`src/ccd_timing_pkg.sv`:
```
// shared constants for the ccd horizontal timing core
package ccd_timing_pkg;

	// ************************************************************
	// timing core geometry
	// ************************************************************
	localparam int          STEPS       = 48;     // edge positions per master period
	localparam int          QUAD_SIZE   = 12;     // positions per quadrant
	localparam logic [5:0]  LAST_STEP   = 6'h2F;  // last edge position
	localparam logic [5:0]  NO_EDGE     = 6'h3F;  // decoded value of an invalid code
	localparam logic [3:0]  QUAD_MAX    = 4'hB;   // highest valid low-nibble code
	localparam int          SEQ_COUNT   = 3;      // blanking sequences per line
	localparam int          TOG_W       = 12;     // toggle position width
	localparam int          TOG_COUNT   = 6;      // toggles, start and stop of each sequence

	// ************************************************************
	// register addresses
	// ************************************************************
	localparam int          NUM_REGS      = 27;   // addresses 0 to 26
	localparam logic [4:0]  ADDR_WRITEMODE = 5'h00; // bank select byte
	localparam logic [4:0]  ADDR_BANK1    = 5'h01;  // first address of bank 1
	localparam logic [4:0]  ADDR_BANK2    = 5'h0E;  // first address of bank 2
	localparam logic [4:0]  ADDR_LAST     = 5'h1A;  // last address
	localparam int          ADDR_TOG_BASE = 1;      // toggle k at 1+2k (low) and 2+2k (high)
	localparam int          ADDR_MASK     = 13;     // blanking mask level byte
	localparam int          ADDR_GATE_DRV = 14;     // gate and last-stage drive and polarity
	localparam int          ADDR_HL_POS   = 15;     // last stage rising edge
	localparam int          ADDR_HL_NEG   = 16;     // last stage falling edge
	localparam int          ADDR_RG_POS   = 17;     // reset gate rising edge
	localparam int          ADDR_RG_NEG   = 18;     // reset gate falling edge
	localparam int          ADDR_H_DRV    = 19;     // phase drive codes
	localparam int          ADDR_H1_POS   = 20;     // phase one rising edge and polarity
	localparam int          ADDR_H1_NEG   = 21;     // phase one falling edge
	localparam int          ADDR_REF_LOC  = 22;     // reference sample position
	localparam int          ADDR_DATA_LOC = 23;     // data sample position

	// ************************************************************
	// field positions
	// ************************************************************
	localparam int BANK_SEL_BIT = 0;  // writemode bank select
	localparam int MASK_BIT     = 0;  // blanking mask level
	localparam int RG_DRV_LSB   = 0;  // gate drive code [2:0]
	localparam int RG_POL_BIT   = 3;  // gate polarity
	localparam int HL_DRV_LSB   = 4;  // last stage drive code [6:4]
	localparam int HL_POL_BIT   = 7;  // last stage polarity
	localparam int EVEN_DRV_LSB = 0;  // even phase drive [3:0]
	localparam int ODD_DRV_LSB  = 4;  // odd phase drive [7:4]
	localparam int H_POL_BIT    = 7;  // odd phase polarity

	// ************************************************************
	// reset values
	// ************************************************************
	localparam logic [7:0] RST_GATE_DRV = 8'h33;
	localparam logic [7:0] RST_HL_POS   = 8'h00;
	localparam logic [7:0] RST_HL_NEG   = 8'h18;
	localparam logic [7:0] RST_RG_POS   = 8'h00;
	localparam logic [7:0] RST_RG_NEG   = 8'h18;
	localparam logic [7:0] RST_H_DRV    = 8'h77;
	localparam logic [7:0] RST_H1_POS   = 8'h00;
	localparam logic [7:0] RST_H1_NEG   = 8'h20;
	localparam logic [7:0] RST_REF_LOC  = 8'h20;
	localparam logic [7:0] RST_DATA_LOC = 8'h00;
	localparam logic [7:0] RST_OTHER    = 8'h00;

	// reset value of one register address
	function automatic logic [7:0] reset_value(input int a);
		case (a)
			ADDR_GATE_DRV: reset_value = RST_GATE_DRV;
			ADDR_HL_POS:   reset_value = RST_HL_POS;
			ADDR_HL_NEG:   reset_value = RST_HL_NEG;
			ADDR_RG_POS:   reset_value = RST_RG_POS;
			ADDR_RG_NEG:   reset_value = RST_RG_NEG;
			ADDR_H_DRV:    reset_value = RST_H_DRV;
			ADDR_H1_POS:   reset_value = RST_H1_POS;
			ADDR_H1_NEG:   reset_value = RST_H1_NEG;
			ADDR_REF_LOC:  reset_value = RST_REF_LOC;
			ADDR_DATA_LOC: reset_value = RST_DATA_LOC;
			default:       reset_value = RST_OTHER;
		endcase
	endfunction

	// blanking sequencer states, gray along idle-on-done
	typedef enum logic [1:0] {
		BLANK_IDLE = 2'b00,
		BLANK_ON   = 2'b01,
		BLANK_DONE = 2'b11
	} blank_state_e;

endpackage

```
`src/serial_reg_bank.sv`:
```
// three-wire serial register bank with shadow and active copies
`timescale 1ns/1ns
module serial_reg_bank (
	// clock and reset
	input  wire logic                clk_i,
	input  wire logic                rst_i,
	// serial port
	input  wire logic                serial_clock_i,
	input  wire logic                serial_load_strobe_i,
	input  wire logic                serial_data_i,
	// active register contents
	output logic [ccd_timing_pkg::NUM_REGS-1:0][7:0] cfg_o
);

	// ************************************************************
	// state
	// ************************************************************
	logic [ccd_timing_pkg::NUM_REGS-1:0][7:0] shadow;      // bytes loaded this transfer
	logic [ccd_timing_pkg::NUM_REGS-1:0][7:0] next_shadow;
	logic [ccd_timing_pkg::NUM_REGS-1:0][7:0] next_cfg;
	logic [7:0]                               shift;       // byte being assembled
	logic [7:0]                               next_shift;
	logic [2:0]                               bit_cnt;     // bits of the current byte
	logic [2:0]                               next_bit_cnt;
	logic [4:0]                               addr;        // address of the current byte
	logic [4:0]                               next_addr;
	logic                                     sck_q;       // previous serial clock
	logic                                     sl_q;        // previous load strobe
	logic                                     sck_rise;
	logic                                     sl_rise;
	logic [7:0]                               byte_in;

	assign sck_rise = serial_clock_i & ~sck_q;
	assign sl_rise  = serial_load_strobe_i & ~sl_q;
	assign byte_in  = {serial_data_i, shift[7:1]};

	// next values of shifter, address and copies
	always_comb begin
		next_shift   = shift;
		next_bit_cnt = bit_cnt;
		next_addr    = addr;
		next_shadow  = shadow;
		next_cfg     = cfg_o;
		if (serial_load_strobe_i) begin
			// strobe high: frame idle, restart at address 0
			next_bit_cnt = 3'h0;
			next_addr    = ccd_timing_pkg::ADDR_WRITEMODE;
			if (sl_rise) begin
				next_cfg = shadow;
			end
		end else if (sck_rise) begin
			// lsb first shift
			next_shift   = byte_in;
			next_bit_cnt = bit_cnt + 3'h1;
			if (bit_cnt == 3'h7) begin
				next_shadow[addr] = byte_in;
				if (addr == ccd_timing_pkg::ADDR_WRITEMODE) begin
					next_addr = byte_in[ccd_timing_pkg::BANK_SEL_BIT] ?
						ccd_timing_pkg::ADDR_BANK2 : ccd_timing_pkg::ADDR_BANK1;
				end else if (addr != ccd_timing_pkg::ADDR_LAST) begin
					next_addr = addr + 5'h01;
				end
			end
		end
	end

	// register everything
	always_ff @(posedge clk_i or posedge rst_i) begin
		if (rst_i) begin
			shift   <= 8'h00;
			bit_cnt <= 3'h0;
			addr    <= 5'h00;
			sck_q   <= 1'b0;
			sl_q    <= 1'b1;
			for (int i = 0; i < ccd_timing_pkg::NUM_REGS; i++) begin
				shadow[i] <= ccd_timing_pkg::reset_value(i);
				cfg_o[i]  <= ccd_timing_pkg::reset_value(i);
			end
		end else begin
			shift   <= next_shift;
			bit_cnt <= next_bit_cnt;
			addr    <= next_addr;
			sck_q   <= serial_clock_i;
			sl_q    <= serial_load_strobe_i;
			shadow  <= next_shadow;
			cfg_o   <= next_cfg;
		end
	end

	// ************************************************************
	// checks
	// ************************************************************
	commit_together_a: assert property (
		@(posedge clk_i) disable iff (rst_i)
		sl_rise |=> (cfg_o == $past(shadow)))
		else $error("active copy did not take the shadow at load");

	hold_between_a: assert property (
		@(posedge clk_i) disable iff (rst_i)
		!sl_rise |=> (cfg_o == $past(cfg_o)))
		else $error("active copy changed without load strobe");

endmodule

```
`src/ccd_horizontal_timing_core.sv`:
```
// horizontal, reset gate and sampling timing core for a ccd front end
//
// Operation
// - split each master period into 48 steps
// - 6-bit codes: quadrant plus 0-11 offset
// - reset gate: programmable edges and polarity
// - phase one/three: programmable edges and polarity
// - polarity zero normal, one inverted
// - phases two/four complement one/three
// - sample strobes placed by addresses 22, 23
// - phase drive 4-bit code, zero is off
// - gate/last drive 3-bit code, zero off
// - toggle pairs start and end blanking
// - mask level forces phase levels in blanking
// - three blanking sequences per line, in order
// - everything from master clock, line sync and registers
// - serial loads take effect at strobe rise
// - last stage edges from addresses 15, 16
`timescale 1ns/1ns
module ccd_horizontal_timing_core #(
	parameter int TOG_W = ccd_timing_pkg::TOG_W  // toggle position width
) (
	// clock and reset
	input  wire logic       clk_i,
	input  wire logic       rst_i,
	// timing references
	input  wire logic       master_clock_input_i,
	input  wire logic       line_sync_i,
	// serial port
	input  wire logic       serial_clock_i,
	input  wire logic       serial_load_strobe_i,
	input  wire logic       serial_data_i,
	// ccd clocks
	output logic            reset_gate_pulse_o,
	output logic            horiz_phase_one_o,
	output logic            horiz_phase_two_o,
	output logic            horiz_phase_three_o,
	output logic            horiz_phase_four_o,
	output logic            last_stage_horiz_clock_o,
	// sampling strobes and blanking
	output logic            reference_sample_strobe_o,
	output logic            data_sample_strobe_o,
	output logic            line_blanking_o,
	// driver strength and enables, enable low while driving
	output logic [3:0]      odd_phase_drive_code_o,
	output logic [3:0]      even_phase_drive_code_o,
	output logic [2:0]      gate_pulse_drive_code_o,
	output logic [2:0]      last_stage_drive_code_o,
	output logic            odd_phase_oe_n_o,
	output logic            even_phase_oe_n_o,
	output logic            gate_pulse_oe_n_o,
	output logic            last_stage_oe_n_o
);

	// ************************************************************
	// helpers
	// ************************************************************

	// code to edge position, invalid codes never match
	function automatic logic [5:0] edge_pos(input logic [7:0] code);
		logic [5:0] base;
		base = 6'h00;
		case (code[5:4])
			2'h0:    base = 6'h00;
			2'h1:    base = 6'h0C;
			2'h2:    base = 6'h18;
			default: base = 6'h24;
		endcase
		if (code[3:0] > ccd_timing_pkg::QUAD_MAX) begin
			edge_pos = ccd_timing_pkg::NO_EDGE;
		end else begin
			edge_pos = base + {2'b00, code[3:0]};
		end
	endfunction

	// level between rising and falling positions, wraps across the period
	function automatic logic in_window(input logic [5:0] ph, input logic [5:0] r,
		input logic [5:0] f);
		if (r == ccd_timing_pkg::NO_EDGE || f == ccd_timing_pkg::NO_EDGE || r == f) begin
			in_window = 1'b0;
		end else if (r < f) begin
			in_window = (ph >= r) && (ph < f);
		end else begin
			in_window = (ph >= r) || (ph < f);
		end
	endfunction

	// ************************************************************
	// configuration
	// ************************************************************
	logic [ccd_timing_pkg::NUM_REGS-1:0][7:0] cfg;  // active registers
	logic [TOG_W-1:0] tog [ccd_timing_pkg::TOG_COUNT]; // blanking toggles
	logic [7:0]       gate_byte;                    // gate and last-stage byte
	logic [7:0]       drv_byte;                     // phase drive byte
	logic             mask_level;                   // blanking_mask_level

	serial_reg_bank u_regs (
		.clk_i                (clk_i),
		.rst_i                (rst_i),
		.serial_clock_i       (serial_clock_i),
		.serial_load_strobe_i (serial_load_strobe_i),
		.serial_data_i        (serial_data_i),
		.cfg_o                (cfg)
	);

	// toggle k is a low byte and a high byte
	always_comb begin
		for (int k = 0; k < ccd_timing_pkg::TOG_COUNT; k++) begin
			tog[k] = TOG_W'({cfg[ccd_timing_pkg::ADDR_TOG_BASE + 2*k + 1][3:0],
				cfg[ccd_timing_pkg::ADDR_TOG_BASE + 2*k]});
		end
	end
	assign gate_byte  = cfg[ccd_timing_pkg::ADDR_GATE_DRV];
	assign drv_byte   = cfg[ccd_timing_pkg::ADDR_H_DRV];
	assign mask_level = cfg[ccd_timing_pkg::ADDR_MASK][ccd_timing_pkg::MASK_BIT];

	// ************************************************************
	// phase and pixel counters
	// ************************************************************
	logic             mclk_q;        // previous master clock
	logic             mclk_rise;
	logic [5:0]       phase;         // edge position in period
	logic [5:0]       next_phase;
	logic [TOG_W-1:0] pix;           // master cycles since line start
	logic [TOG_W-1:0] next_pix;

	assign mclk_rise = master_clock_input_i & ~mclk_q;

	// phase realigns on each master rise, else wraps after 47
	always_comb begin
		if (mclk_rise || phase == ccd_timing_pkg::LAST_STEP) begin
			next_phase = 6'h00;
		end else begin
			next_phase = phase + 6'h01;
		end
		// count master cycles from line start
		if (line_sync_i) begin
			next_pix = '0;
		end else if (next_phase == 6'h00 && phase != 6'h00) begin
			next_pix = pix + TOG_W'(1);
		end else begin
			next_pix = pix;
		end
	end

	always_ff @(posedge clk_i or posedge rst_i) begin
		if (rst_i) begin
			mclk_q <= 1'b0;
			phase  <= 6'h00;
			pix    <= '0;
		end else begin
			mclk_q <= master_clock_input_i;
			phase  <= next_phase;
			pix    <= next_pix;
		end
	end

	// ************************************************************
	// blanking sequencer
	// ************************************************************
	ccd_timing_pkg::blank_state_e bstate;    // current blanking state
	ccd_timing_pkg::blank_state_e next_bstate;
	logic [1:0]                   seq;       // active sequence index
	logic [1:0]                   next_seq;

	always_comb begin
		next_bstate = bstate;
		next_seq    = seq;
		case (bstate)
			ccd_timing_pkg::BLANK_IDLE: begin
				if (pix == tog[2*seq]) begin
					next_bstate = ccd_timing_pkg::BLANK_ON;
				end
			end
			// second toggle ends, move to next sequence, or to done after the last
			ccd_timing_pkg::BLANK_ON: begin
				if (pix == tog[2*seq + 1]) begin
					if (seq == 2'(ccd_timing_pkg::SEQ_COUNT - 1)) begin
						next_bstate = ccd_timing_pkg::BLANK_DONE;
					end else begin
						next_bstate = ccd_timing_pkg::BLANK_IDLE;
						next_seq    = seq + 2'h1;
					end
				end
			end
			// all sequences of this line used
			ccd_timing_pkg::BLANK_DONE: begin
				next_bstate = ccd_timing_pkg::BLANK_DONE;
			end
			default: begin
				next_bstate = ccd_timing_pkg::BLANK_IDLE;
			end
		endcase
		// new line restarts at sequence 0
		if (line_sync_i) begin
			next_bstate = ccd_timing_pkg::BLANK_IDLE;
			next_seq    = 2'h0;
		end
	end

	always_ff @(posedge clk_i or posedge rst_i) begin
		if (rst_i) begin
			bstate <= ccd_timing_pkg::BLANK_IDLE;
			seq    <= 2'h0;
		end else begin
			bstate <= next_bstate;
			seq    <= next_seq;
		end
	end

	// ************************************************************
	// waveform outputs
	// ************************************************************
	logic next_rg;
	logic next_h1;
	logic next_hl;
	logic next_ref;
	logic next_data;
	logic blanking;

	assign blanking = (bstate == ccd_timing_pkg::BLANK_ON);

	always_comb begin
		next_rg = in_window(next_phase, edge_pos(cfg[ccd_timing_pkg::ADDR_RG_POS]),
			edge_pos(cfg[ccd_timing_pkg::ADDR_RG_NEG])) ^ gate_byte[ccd_timing_pkg::RG_POL_BIT];
		next_hl = in_window(next_phase, edge_pos(cfg[ccd_timing_pkg::ADDR_HL_POS]),
			edge_pos(cfg[ccd_timing_pkg::ADDR_HL_NEG])) ^ gate_byte[ccd_timing_pkg::HL_POL_BIT];
		next_h1 = in_window(next_phase, edge_pos(cfg[ccd_timing_pkg::ADDR_H1_POS]),
			edge_pos(cfg[ccd_timing_pkg::ADDR_H1_NEG]))
			^ cfg[ccd_timing_pkg::ADDR_H1_POS][ccd_timing_pkg::H_POL_BIT];
		if (blanking) begin
			next_h1 = mask_level;
		end
		// sample strobes, invalid codes never fire
		next_ref  = (next_phase == edge_pos(cfg[ccd_timing_pkg::ADDR_REF_LOC]));
		next_data = (next_phase == edge_pos(cfg[ccd_timing_pkg::ADDR_DATA_LOC]));
	end

	always_ff @(posedge clk_i or posedge rst_i) begin
		if (rst_i) begin
			reset_gate_pulse_o        <= 1'b0;
			horiz_phase_one_o         <= 1'b0;
			horiz_phase_two_o         <= 1'b1;
			horiz_phase_three_o       <= 1'b0;
			horiz_phase_four_o        <= 1'b1;
			last_stage_horiz_clock_o  <= 1'b0;
			reference_sample_strobe_o <= 1'b0;
			data_sample_strobe_o      <= 1'b0;
			line_blanking_o           <= 1'b0;
			odd_phase_drive_code_o    <= 4'h0;
			even_phase_drive_code_o   <= 4'h0;
			gate_pulse_drive_code_o   <= 3'h0;
			last_stage_drive_code_o   <= 3'h0;
			odd_phase_oe_n_o          <= 1'b1;
			even_phase_oe_n_o         <= 1'b1;
			gate_pulse_oe_n_o         <= 1'b1;
			last_stage_oe_n_o         <= 1'b1;
		end else begin
			reset_gate_pulse_o        <= next_rg;
			horiz_phase_one_o         <= next_h1;
			horiz_phase_three_o       <= next_h1;
			horiz_phase_two_o         <= ~next_h1;
			horiz_phase_four_o        <= ~next_h1;
			last_stage_horiz_clock_o  <= next_hl;
			reference_sample_strobe_o <= next_ref;
			data_sample_strobe_o      <= next_data;
			line_blanking_o           <= blanking;
			odd_phase_drive_code_o    <= drv_byte[ccd_timing_pkg::ODD_DRV_LSB +: 4];
			even_phase_drive_code_o   <= drv_byte[ccd_timing_pkg::EVEN_DRV_LSB +: 4];
			odd_phase_oe_n_o          <= (drv_byte[ccd_timing_pkg::ODD_DRV_LSB +: 4] == 4'h0);
			even_phase_oe_n_o         <= (drv_byte[ccd_timing_pkg::EVEN_DRV_LSB +: 4] == 4'h0);
			// gate and last stage drive codes
			gate_pulse_drive_code_o   <= gate_byte[ccd_timing_pkg::RG_DRV_LSB +: 3];
			last_stage_drive_code_o   <= gate_byte[ccd_timing_pkg::HL_DRV_LSB +: 3];
			gate_pulse_oe_n_o         <= (gate_byte[ccd_timing_pkg::RG_DRV_LSB +: 3] == 3'h0);
			last_stage_oe_n_o         <= (gate_byte[ccd_timing_pkg::HL_DRV_LSB +: 3] == 3'h0);
		end
	end

	// ************************************************************
	// checks
	// ************************************************************
	phase_wrap_a: assert property (
		@(posedge clk_i) disable iff (rst_i)
		(phase == 6'h2F && !mclk_rise) |=> (phase == 6'h00) ##1 (phase == 6'h01))
		else $error("phase did not wrap after step 47");

	phase_align_a: assert property (
		@(posedge clk_i) disable iff (rst_i)
		mclk_rise |=> (phase == 6'h00))
		else $error("phase not realigned on master rise");

	even_complement_a: assert property (
		@(posedge clk_i) disable iff (rst_i)
		(horiz_phase_two_o == ~horiz_phase_one_o) && (horiz_phase_four_o == ~horiz_phase_three_o))
		else $error("even phases are not the complement");

	mask_force_a: assert property (
		@(posedge clk_i) disable iff (rst_i)
		blanking |=> (horiz_phase_one_o == $past(mask_level)) && (line_blanking_o == 1'b1))
		else $error("phase not forced to mask level in blanking");

	ref_place_a: assert property (
		@(posedge clk_i) disable iff (rst_i)
		reference_sample_strobe_o |-> ($past(next_phase) ==
			edge_pos($past(cfg[ccd_timing_pkg::ADDR_REF_LOC]))))
		else $error("reference strobe off its position");

	invalid_code_a: assert property (
		@(posedge clk_i) disable iff (rst_i)
		(cfg[ccd_timing_pkg::ADDR_DATA_LOC][3:0] > 4'hB) |=> !data_sample_strobe_o)
		else $error("data strobe fired on an invalid code");

	gate_polarity_a: assert property (
		@(posedge clk_i) disable iff (rst_i)
		(cfg[ccd_timing_pkg::ADDR_RG_POS] == cfg[ccd_timing_pkg::ADDR_RG_NEG])
		|=> (reset_gate_pulse_o == $past(gate_byte[3])))
		else $error("empty gate window not at polarity level");

	seq_order_a: assert property (
		@(posedge clk_i) disable iff (rst_i)
		(seq != $past(seq)) |-> ((seq == $past(seq) + 2'h1)
			|| (seq == 2'h0 && $past(line_sync_i))) && seq < 2'h3)
		else $error("blanking sequence skipped");

	drive_off_a: assert property (
		@(posedge clk_i) disable iff (rst_i)
		(drv_byte[7:4] == 4'h0) |=> odd_phase_oe_n_o && (odd_phase_drive_code_o == 4'h0))
		else $error("odd phase driven with code zero");

endmodule

```
`config.mk`:
```
export PLATFORM = sky130hd
export DESIGN_NAME = ccd_horizontal_timing_core
export DESIGN_NICKNAME = d
export VERILOG_FILES = /design/src/ccd_timing_pkg.sv /design/src/serial_reg_bank.sv /design/src/ccd_horizontal_timing_core.sv
export SDC_FILE = /design/constraint.sdc
export NUM_CORES = 1
export LEC_CHECK = 0
export ABC_AREA = 1
export BUFFER_PORTS_ARGS = -buffer_cell sky130_fd_sc_hd__buf_2
export CAP_MARGIN = 10
export CORE_MARGIN = 4
export CORE_UTILIZATION = 45
export CTS_CLUSTER_DIAMETER = 100
export DETAILED_ROUTE_END_ITERATION = 10
export GPL_TIMING_DRIVEN = 0
export SLEW_MARGIN = 5
export SYNTH_ARGS = -nofsm -noshare
export SYNTH_HDL_FRONTEND = slang
export SYNTH_SLANG_ARGS = --single-unit
```
`constraint.sdc`:
```
create_clock -name clk_i -period 10.8 [get_ports clk_i]
set_input_delay 1.62 -clock clk_i [delete_from_list [all_inputs] [get_ports clk_i]]
set_output_delay 1.62 -clock clk_i [all_outputs]
set_load 0.005 [all_outputs]
```
Word level (Yosys, flattened, before mapping)
Index checks and enable logic that the tools add are counted.

Output and inout bits: 27. Bits in registers: 421.

Bitwise gates (word level): 13. Order comparisons: 21. Muxes and demuxes: 52. $add $sub $neg: 14. Eq/ne operators: 38. Reductions and logical operators: 43.

Operators by type and width (number): $bwmux W216 (1); $pmux W6 S3 (8); $bmux W12 S3 (2); $mux W12 (6); $ge A33 B4 Y1 const B (2); $mux W6 (9); $add A6 B4 Y6 (8); $eq A6 B6 Y1 const B (7); $demux W8 S5 (1); $lt A6 B6 Y1 (6); $not A3 Y33 (1); $not A4 Y33 (1); $gt A4 B4 Y1 const B (8); $eq A6 B6 Y1 (5); $mux W5 (5); $eq A12 B12 Y1 (2); $eq A2 B2 Y1 const B (10); $eq A2 B1 Y1 const B (9); $ge A6 B6 Y1 (3); $logic_not A2 Y1 (9); $mux W2 (8); $add A12 B1 Y12 const B (1); $logic_or A1 B1 Y1 (10); $reduce_bool A2 Y1 (5); other kinds (29) (54).

Depth between registers and ports, before layout
Gate-level depths: netlist of the first run.

Word-level depth: 11. Mapped depth: 22.

Modules after synthesis
A second synthesis of the first run with hierarchy kept.

Cells, all modules: 2337. Area total of the unflattened synthesis: 23625.2 um^2.

Modules (own cells, without submodules): serial_reg_bank (area an instance 17623.2 um^2, instances 1, cells an instance 1420, sequential area each 11277.1 um^2); ccd_horizontal_timing_core (area an instance 6002.0 um^2, instances 1, cells an instance 917, sequential area each 1207.4 um^2).

Least setup slack after synthesis of the first run
No wires, ideal clock.

Path kind: input port to flip-flop. Start point: input port master_clock_input_i. End point: register horiz_phase_three_o. Stages on the path: 13. Required time: 10683 ps. Path slack: 7335 ps. Arrival time: 3348 ps. Library setup time: 117 ps. Cell sequence: nand2_1 -> nand2_4 -> nor2_1 -> ha_1 -> a21boi_0 -> o21ai_0 -> o211ai_1 -> nor2_1 -> nor2_1 -> nand2_1 -> nand2_1 -> nand3_1 -> nand2_1.

Word-level cells in the longest chain between the ends: 9. Elaborated cells on any way between the ends: 11.

Ends and longest elaborated chain: from (decl) (line ccd_horizontal_timing_core.sv:27) `input wire logic master_clock_input_i,`; $and A1 B1 Y1 (*) (line ccd_horizontal_timing_core.sv:127) `assign mclk_rise = master_clock_input_i & ~mclk_q;`; $logic_or A1 B1 Y1 (*) (line ccd_horizontal_timing_core.sv:131) `if (mclk_rise || phase == ccd_timing_pkg::LAST_STEP) begin`; $mux W6 (*) (line ccd_horizontal_timing_core.sv:131); named net next_phase[1] (line ccd_horizontal_timing_core.sv:123) `logic [5:0] next_phase;`; $ge A6 B6 Y1 / $lt A6 B6 Y1 (equally long branches) (line ccd_horizontal_timing_core.sv:82, ccd_horizontal_timing_core.sv:84); $logic_or A1 B1 Y1 / $logic_and A1 B1 Y1 (equally long branches) (line ccd_horizontal_timing_core.sv:84, ccd_horizontal_timing_core.sv:82); $mux W1 (*) (line ccd_horizontal_timing_core.sv:81) `end else if (r < f) begin`; $mux W1 (*) (line ccd_horizontal_timing_core.sv:79) `if (r == ccd_timing_pkg::NO_EDGE || f == ccd_timing_pkg::NO_EDGE || r == f) begin`; $xor A1 B1 Y1 (*) (line ccd_horizontal_timing_core.sv:230) `^ cfg[ccd_timing_pkg::ADDR_H1_POS][ccd_timing_pkg::H_POL_BIT];`; $mux W1 (*) (line ccd_horizontal_timing_core.sv:231) `if (blanking) begin`; named net next_h1 (line ccd_horizontal_timing_core.sv:215) `logic next_h1;`; to (signal assigned) (line ccd_horizontal_timing_core.sv:261) `horiz_phase_three_o <= next_h1;`; to (decl) (line ccd_horizontal_timing_core.sv:37) `output logic horiz_phase_three_o,`.

Mark *: on every way through the listed nets, which the timed path passes. The rest lies on a longest branch. A chain may end at the register's enable or synchronous reset.

Final worst setup path of the first run
Start point: input port master_clock_input_i. End point: register horiz_phase_four_o.

Word-level cells in the longest chain between the ends: 10. Elaborated cells on any way between the ends: 12.

Ends and longest elaborated chain: $and A1 B1 Y1 (*) (line ccd_horizontal_timing_core.sv:127); $logic_or A1 B1 Y1 (*) (line ccd_horizontal_timing_core.sv:131); $mux W6 (*) (line ccd_horizontal_timing_core.sv:131); named net next_phase[1] (line ccd_horizontal_timing_core.sv:123); $ge A6 B6 Y1 / $lt A6 B6 Y1 (equally long branches) (line ccd_horizontal_timing_core.sv:82, ccd_horizontal_timing_core.sv:84); $logic_or A1 B1 Y1 / $logic_and A1 B1 Y1 (equally long branches) (line ccd_horizontal_timing_core.sv:84, ccd_horizontal_timing_core.sv:82); $mux W1 (*) (line ccd_horizontal_timing_core.sv:81); $mux W1 (*) (line ccd_horizontal_timing_core.sv:79); $xor A1 B1 Y1 (*) (line ccd_horizontal_timing_core.sv:230); $mux W1 (*) (line ccd_horizontal_timing_core.sv:231); $not A1 Y1 (*) (line ccd_horizontal_timing_core.sv:263) `horiz_phase_four_o <= ~next_h1;`; to (signal assigned) (line ccd_horizontal_timing_core.sv:263); to (decl) (line ccd_horizontal_timing_core.sv:38) `output logic horiz_phase_four_o,`.

Marked as above.

==> flow_summary.ini, run 1 <==
[finish]
fill_cells = 3472
area.growth.synth_to_final_pct = 12.9
drive_gt1_share_pct = 12.2
final_nets = 2097
fin_util_pct = 51.8
multi_input_area_mm2 = 0.00710
layout.cells.non_filler = 2483
seqCellArea_mm2 = 0.00858
diodes = 0

[sta]
setup_ws_ns = 7.05
grt_setup_unrepaired = false
relSlewSlack_pct = 16.9
hold_violations = 0
tightest_slew_ns = 1.24
clock-skew-final_ns = 0.0232
setup_violations = 0
period_needed_ns = 3.75
finalCritPeriodShare_pct = 34.8
hold-worst-slack_ns = 0.414
fmax_mhz = 266
fin_tns_setup_ns = 0
slew_violations = 0

[setup_path]
startpoint_type = primary input
criticalPathCategory = in -> reg
critPathLaunch = master_clock_input_i
crit_fanout = 10
rr_startpoint = phase[0]
crit_path_end_kind = flip-flop
required_ns = 11.27
cp.arrival_ns = 4.22

[clocking]
postCtsSetupBuffers = 0
clkSlewWorstSetupHoldPaths_ns = 0.06
cts_sinks = 341
cts_tree = done
postCtsResizedCells = 0
cts_buffers = 39
cts_htree_levels = 2
hold_buffers = 0
cts_max_path_buffers = 3
cts_root_buf = clkbuf_16
insertion_delay_ns = 0.55

[worst_hold_path]
hold_start = u_regs.cfg_o[152]
hold_class = reg -> reg

[synth]
yosys_most_used_dff = dfrtp_1
netlist.top_cell.by_area = dfrtp_1
syn_inst = 1904
yosysMostFrequentCell = nand2_1
seq_area_frac_synth_pct = 50.9
syn_area_per_cell_um2 = 8.86
synth_area_leaders = dfrtp_1, nand2_1, ha_1, o21ai_0, dfstp_2
synthTopCellsByCount = nand2_1, dfrtp_1, inv_1
yosysWarnings = 0
synth_seq_cells = 341
synth_edf_count = 0
synth_area_mm2 = 0.0169
async_flop_share_pct = 100
synth_top_area_share_pct = 45.0
synth_cell_types = 48
syn_nets = 2014

[die]
io_pins = 34
fp.coreArea_mm2 = 0.0368
fp.dieArea_mm2 = 0.0406
initial_utilization_pct = 45.8
die_w_um = 202
rows = 70
chipHeight_um = 202

[pwr]
ir_drop_v = 0.000160
p_leak_nw = 9.72
power_density_mw_per_mm2 = 171

[route]
drt_iter0_drc = 839
viasPerCell = 5.18
drt_wl_total_mm = 42.5
drc = 0
dr_total_vias = 12900
wire_per_inst_um = 17.1
ant_nets = 0
drtPass1Iterations = 5

[status]
outcome = complete, no violations

[global_routing]
track_usage_pct = 21.2
grt_pass1_wl_mm = 68.9
grt_max_degree = 41
grt_pass1_vias = 12700
antenna_found_initial = 0
grt_overflow = 0

[placed_design]
dpl.hpwl_mm = 31.0
portBuffers = 33
placed_cells = 2414
gp_congestion = 0.932
dp_slack_ns = 6.46

[run]
max-cap-violations = 0
## cells by family after synthesis
family                   count (synthesis)  synth area share [%]
adder cells (fa/ha/maj)                103                  8.00
AO/OA/AOI/OAI                          327                  10.3
multiplexers                            53                  3.54
buffers and inverters                  297                  7.01
AND/OR/NAND/NOR                        754                  18.8
XOR/XNOR                                29                  1.51
flip-flops                             341                  50.9
## stage by stage
stage | total power [W] | area [µm²]
3_5_place_dp | 0.00200 | 17800
3_3_place_gp | 0.00197 | 17600
5_1_grt | 0.00344 | 19000
6_report | 0.00326 | 19000
2_1_floorplan | 0.00180 | 16900
4_1_cts | 0.00330 | 19000
## cells in the final DEF (no fill, tap or decap), types with 5 or more instances in the layout
cell type / count
buf_4: 5
xor2_1: 23
nor3_1: 22
ha_1: 95
clkbuf_1: 55
o22ai_1: 5
o21ai_0: 204
nor2_1: 169
nand3b_1: 10
dfrtp_1: 303
clkbuf_8: 6
or2_2: 8
a21oi_1: 78
mux2_2: 49
clkbuf_16: 39
o211ai_1: 22
fa_1: 8
buf_2: 50
dfstp_2: 38
nand2_1: 432
a21boi_0: 6
nand3_1: 85
inv_1: 220
inv_2: 7
xnor2_1: 6
buf_12: 9
## registers in the layout, summed over array words and instances (netlist names), 4 cells and up
name and cells:
even_phase_drive_code_o 4, phase 6, pix 12, odd_phase_drive_code_o 4
u_regs.cfg_o 138, u_regs.shadow 138, u_regs.addr 5, u_regs.shift 7
## power by group
part	switching, W	internal [W]	total [W]
clock	0.000530	0.000762	0.00129
combinational	0.000385	0.000192	0.000577
sequential	0.0000443	0.00135	0.00139
total	0.000959	0.00230	0.00326
## worst max-delay path: stages
cell and delay (ns):
buf_2 0.10, nand2_1 0.13, nand2_4 0.10, nor2_1 0.94
ha_1 0.27, a21boi_0 0.17, o21ai_0 0.10, o211ai_1 0.12
nor2_1 0.06, nor2_1 0.28, nand2_1 0.12, nand2_1 0.07
nand3_1 0.06, nand2_1 0.08
## path summary, 6_finish.rpt
kind / endpoint / slack, ns / depth (start not counted)
max reg2reg: horiz_phase_four_o / 7.46 / 16
min: even_phase_drive_code_o[0] / 0.41 / 0
min reg2reg: even_phase_drive_code_o[0] / 0.41 / 0
max in group asynchronous: horiz_phase_four_o / 8.44 / 5
min in group asynchronous: u_regs.shadow[145] / 1.17 / 2
max: horiz_phase_four_o / 7.05 / 14
## routing by layer
| metal | wire length [µm] | global-route usage [%] | vias up |
|---|---|---|---|
| met2 | 19700 | 34.2 | 268 |
| met5 | 0 | 0 | - |
| met3 | 2060 | 3.27 | 59 |
| li1 | - | - | 6332 |
| met4 | 818 | 5.44 | 0 |
| met1 | 20000 | 30.2 | 6203 |
## area by class of cell
| type | instances | share of cell area, % |
|---|---|---|
| multi-input cells | 1266 | 37.3 |
| clock inverters | 10 | 0.703 |
| repair buffers | 42 | 1.81 |
| clock buffers | 59 | 5.83 |
| plain buffers | 66 | 1.63 |
| well taps | 468 | 3.07 |
| inverters | 231 | 4.60 |
| flip-flops and latches | 341 | 45.1 |
(Power assumes the default switching activity.)
==> run 2: changes to the inputs <==
clock period = 3.1 ns   (was 10.8 ns; I/O delays follow)
==> flow_summary.ini, run 2 (same netlist as run 1, synthesis figures left out) <==
[die]
fp.dieArea_mm2 = 0.0406
die_w_um = 202
fp.coreArea_mm2 = 0.0368
initial_utilization_pct = 45.8
io_pins = 34
rows = 70
chipHeight_um = 202

[sta]
hold-worst-slack_ns = 0.0127
clock-skew-final_ns = 0.0219
hold_violations = 0
setup_violations = 0
fmax_mhz = 334
fin_tns_setup_ns = 0
grt_setup_unrepaired = true
finalCritPeriodShare_pct = 96.5
slew_violations = 0
relSlewSlack_pct = 37.3
period_needed_ns = 2.99
tightest_slew_ns = 0.940

[finish]
layout.cells.non_filler = 2501
reg.largest.list = u_regs.cfg_o (138), u_regs.shadow (138), pix (12)
fin_util_pct = 52.8
area.growth.synth_to_final_pct = 15.2
drive_gt1_share_pct = 15.2
final_nets = 2115
diodes = 0
final_cell_mix = nand2_1, dfrtp_1, inv_1, o21ai_0, nor2_1
multi_input_area_mm2 = 0.00734
final_common_cell = nand2_1
fill_cells = 3431
seqCellArea_mm2 = 0.00858

[clocking]
cts_tree = done
clkSlewWorstSetupHoldPaths_ns = 0.06
cts_max_path_buffers = 3
cts_htree_levels = 2
insertion_delay_ns = 0.55
cts_root_buf = clkbuf_16
cts_sinks = 341
cts_buffers = 39

[pwr]
ir_drop_v = 0.000558
power_density_mw_per_mm2 = 592
p_leak_nw = 9.81
fin_total_pwr_w = 0.0115

[global_routing]
grt_overflow = 0
track_usage_pct = 21.3
grt_pass1_vias = 12800
grt_pass1_wl_mm = 69.1
antenna_found_initial = 0
grt_max_degree = 41

[route]
wire_per_inst_um = 17.2
drt_wl_total_mm = 43.1
ant_nets = 0
viasPerCell = 5.19
dr_total_vias = 13000
drtPass1Iterations = 5
drc = 0
drt_iter0_drc = 933

[setup_path]
crit_fanout = 3
path_buf_inv = 2
criticalPathCategory = reg -> reg
max_stage_delay_ns = 0.41
startpoint_type = flip-flop
path_delay_family = simple AND/OR/NAND/NOR gates
cp.arrival_ns = 3.41
crit_path_end_kind = flip-flop
crit_top_cell = nand2_1
worstPathCellList = ha_2, or2_4, ha_4, fa_2, inv_2, nand2_1, nand2_1, nor2_2, buf_4, ha_1, nand2_2, nor2_1, o21ai_1, nand3_1, nor2_1, nor2_1, nand3_1, nand2_1, nand2_1, nand2_1, nand2_1
required_ns = 3.52
cp_slowest_cell = dfrtp_1

[run]
max-cap-violations = 0

[placed_design]
dpl.hpwl_mm = 31.0
gp_congestion = 0.932
portBuffers = 33
placed_cells = 2414

[worst_hold_path]
hold_class = in -> async

[status]
outcome = complete, no violations
==> run 2: cell types whose count changed in the layout (fill, tap and decap cells not counted), moves of 4 or more <==
| cell | before | now |
|---|---|---|
| nand2_2 | 3 | 7 |
| buf_4 | 5 | 21 |
| inv_2 | 7 | 16 |
| ha_4 | 0 | 9 |
| nand2_1 | 432 | 428 |
| nor2_2 | 3 | 11 |
| o21ai_1 | 2 | 6 |
| nor2_1 | 169 | 157 |
| o21ai_0 | 204 | 199 |
| ha_1 | 95 | 83 |
| inv_1 | 220 | 211 |
| nor2_4 | 1 | 5 |
==> run 2: through the flow <==
| step | setup WS, ns | cell area [µm²] |
|---|---|---|
| 6_report | 0.107 | 19400 |
| 5_1_grt | -0.0500 | 19400 |
| 4_1_cts | 0.00772 | 19100 |
| 3_5_place_dp | -0.252 | 17800 |
| 3_3_place_gp | -3.90 | 17600 |
| 2_1_floorplan | -1.89 | 16900 |
==> run 2: final cells by class <==
cell class | count | share of cell area [%]
clock inverters | 10 | 0.689
well taps | 468 | 3.01
clock buffers | 59 | 5.72
multi-input cells | 1266 | 37.8
plain buffers | 66 | 1.60
inverters | 231 | 4.51
flip-flops and latches | 341 | 44.2
repair buffers | 60 | 2.51
==> run 2: power by group <==
group / switching (W) / internal, W / total [W]
logic: 0.00139 / 0.000751 / 0.00214
clock network: 0.00185 / 0.00265 / 0.00451
registers: 0.000156 / 0.00470 / 0.00485
total: 0.00340 / 0.00810 / 0.0115
==> run 2: worst paths after layout <==
| path | from | endpoint | slack (ns) | depth (start not counted) |
|---|---|---|---|---|
| max reg2reg | u_regs.cfg_o[125] | last_stage_horiz_clock_o | 0.11 | 21 |
| min | rst_i | u_regs.shadow[145] | 0.01 | 2 |
| max in group asynchronous | rst_i | horiz_phase_four_o | 1.89 | 5 |
| min reg2reg | u_regs.cfg_o[152] | even_phase_drive_code_o[0] | 0.41 | 0 |
| max | u_regs.cfg_o[125] | last_stage_horiz_clock_o | 0.11 | 21 |
| min in group clk_i | master_clock_input_i | mclk_q | 0.04 | 1 |
==> run 2: timing repair <==
item                       in CTS  in global routing
hold buffers                    0                  0
pin swaps                       8                 33
buffers inserted                4                 14
setup endpoints to repair       4                  4
gates resized for setup        13                 51
==> run 2: layer usage <==
metal / part of all wire [%] / up-vias / wire length [µm] / track usage, %
met2: 47 / 259 / 20100 / 34.4
met5: 0 / - / 0 / 0
li1: - / 6362 / - / -
met4: 2.0 / 0 / 879 / 5.47
met1: 47 / 6293 / 20100 / 30.2
met3: 4.7 / 66 / 2040 / 3.32
==> run 3: changes to the inputs <==
RECOVER_POWER = 100   (was unset)
==> flow_summary.ini, run 3 (same netlist as run 1, synthesis figures left out) <==
[global_routing]
grt_max_degree = 41
met2_usage_pct = 34.4
grt_pass1_vias = 12800
grt_overflow = 0
antenna_found_initial = 0
grt_pass1_wl_mm = 69.1
track_usage_pct = 21.3
gr-usage-met1_pct = 30.2
grt_use_met3_pct = 3.32
grt-busiest-layer = met2

[placed_design]
postPlaceCellArea_mm2 = 0.0178
dpl.hpwl_mm = 31.0
placed_cells = 2414
gp_congestion = 0.932
portBuffers = 33

[setup_path]
crit_fanout = 3
r2r_slack_ns = 0.11
criticalPathCategory = reg -> reg
crit_path_end_kind = flip-flop
critPathLaunch = u_regs.cfg_o[125]
startpoint_type = flip-flop
cp.arrival_ns = 3.41
required_ns = 3.52
rr_startpoint = u_regs.cfg_o[125]

[route]
ant_nets = 0
viasPerCell = 5.20
drc = 0
wire_per_inst_um = 17.2
drt_wl_total_mm = 43.1
dr_total_vias = 13000
drtPass1Iterations = 5
drt_iter0_drc = 875

[sta]
clock-skew-final_ns = 0.0209
period_needed_ns = 2.99
setup_violations = 0
hold_violations = 0
slew_violations = 25
finalCritPeriodShare_pct = 96.5
tightest_slew_ns = 1.62
relSlewSlack_pct = -8.06
grt_setup_unrepaired = true
fmax_mhz = 334
fin_tns_setup_ns = 0

[die]
chipHeight_um = 202
initial_utilization_pct = 45.8
io_pins = 34
rows = 70
die_w_um = 202
fp.dieArea_mm2 = 0.0406
fp.coreArea_mm2 = 0.0368

[clocking]
cts_tree = done
cts_buffers = 39
cts_sinks = 341
insertion_delay_ns = 0.55
hold_buffers = 0
clkSlewWorstSetupHoldPaths_ns = 0.06
cts_htree_levels = 2
cts_root_buf = clkbuf_16
cts_max_path_buffers = 3

[finish]
layout.cells.non_filler = 2501
fill_cells = 3470
area.growth.synth_to_final_pct = 14.3
final_nets = 2115
reg.largest.list = u_regs.cfg_o (138), u_regs.shadow (138), pix (12)
final_cell_mix = nand2_1, dfrtp_1, inv_1, o21ai_0, nor2_1
fin_util_pct = 52.4
final_common_cell = nand2_1
drive_gt1_share_pct = 12.5
diodes = 0
post-route-cell-area_mm2 = 0.0193

[run]
max-cap-violations = 1

[pwr]
p_leak_nw = 9.68
ir_drop_v = 0.000557
power_density_mw_per_mm2 = 595

[status]
violations = capacitance limit, slew limit
outcome = finished with violations

[worst_hold_path]
hold_start = master_clock_input_i
hold_class = in -> reg
## run 3: cell type report
| type | count | area (µm²) | share of cell area (%) |
|---|---|---|---|
| timing repair buffer | 60 | 392 | 2.03 |
| sequential | 341 | 8580 | 44.5 |
| multi-input combinational | 1266 | 7320 | 38.0 |
| clock inverter | 10 | 134 | 0.694 |
| tap | 468 | 586 | 3.04 |
| clock buffer | 59 | 1110 | 5.76 |
| inverter | 231 | 873 | 4.53 |
| buffer | 66 | 283 | 1.47 |
## run 3: power breakdown
| group | internal, W | leakage (nW) | switching (W) |
|---|---|---|---|
| combinational | 0.000727 | 4.76 | 0.00138 |
| clock | 0.00265 | 0.600 | 0.00185 |
| sequential | 0.00470 | 4.33 | 0.000157 |
| total | 0.00808 | 9.68 | 0.00339 |
## run 3: stage by stage
stage	power, W	setup WS (ns)	hold WS [ns]
finish	0.0115	0.107	0.0385
global route	0.0121	-0.0500	0.0289
CTS	0.0115	0.00772	0.00898
global placement	0.00687	-3.90	0.401
floorplan	0.00625	-1.89	0.370
detailed placement	0.00695	-0.252	0.401
## run 3: per-layer routing
layer  vias up  part of all wire [%]
met5         -                     0
li1       6356                     -
met2       263                    46
met1      6326                    47
met3        67                   4.4
met4         0                   2.1
## run 3: final timing paths
kind,endpoint,cells after the start
setup reg to reg,last_stage_horiz_clock_o,21
hold / removal,mclk_q,1
setup / recovery,last_stage_horiz_clock_o,21
max in group asynchronous,bstate[1],5
hold reg to reg,gate_pulse_drive_code_o[2],0
min in group asynchronous,u_regs.cfg_o[155],2
## run 3: timing repair
item,in CTS,in global routing
gates resized for setup,13,51
pin swaps,8,33
hold endpoints to repair,0,0
endpoints found under the setup margin,4,4
setup buffers,4,14
## run 3: critical path: stages, from the launching register on
cell	delay, ns
dfrtp_1	0.41
ha_2	0.21
or2_4	0.26
ha_4	0.17
fa_2	0.35
inv_2	0.06
nand2_1	0.05
nand2_1	0.07
nor2_2	0.05
buf_4	0.14
ha_1	0.28
nand2_2	0.07
nor2_1	0.08
o21ai_1	0.07
nand3_1	0.11
nor2_1	0.06
nor2_1	0.10
nand3_1	0.07
nand2_1	0.10
nand2_1	0.06
nand2_1	0.05
nand2_1	0.05
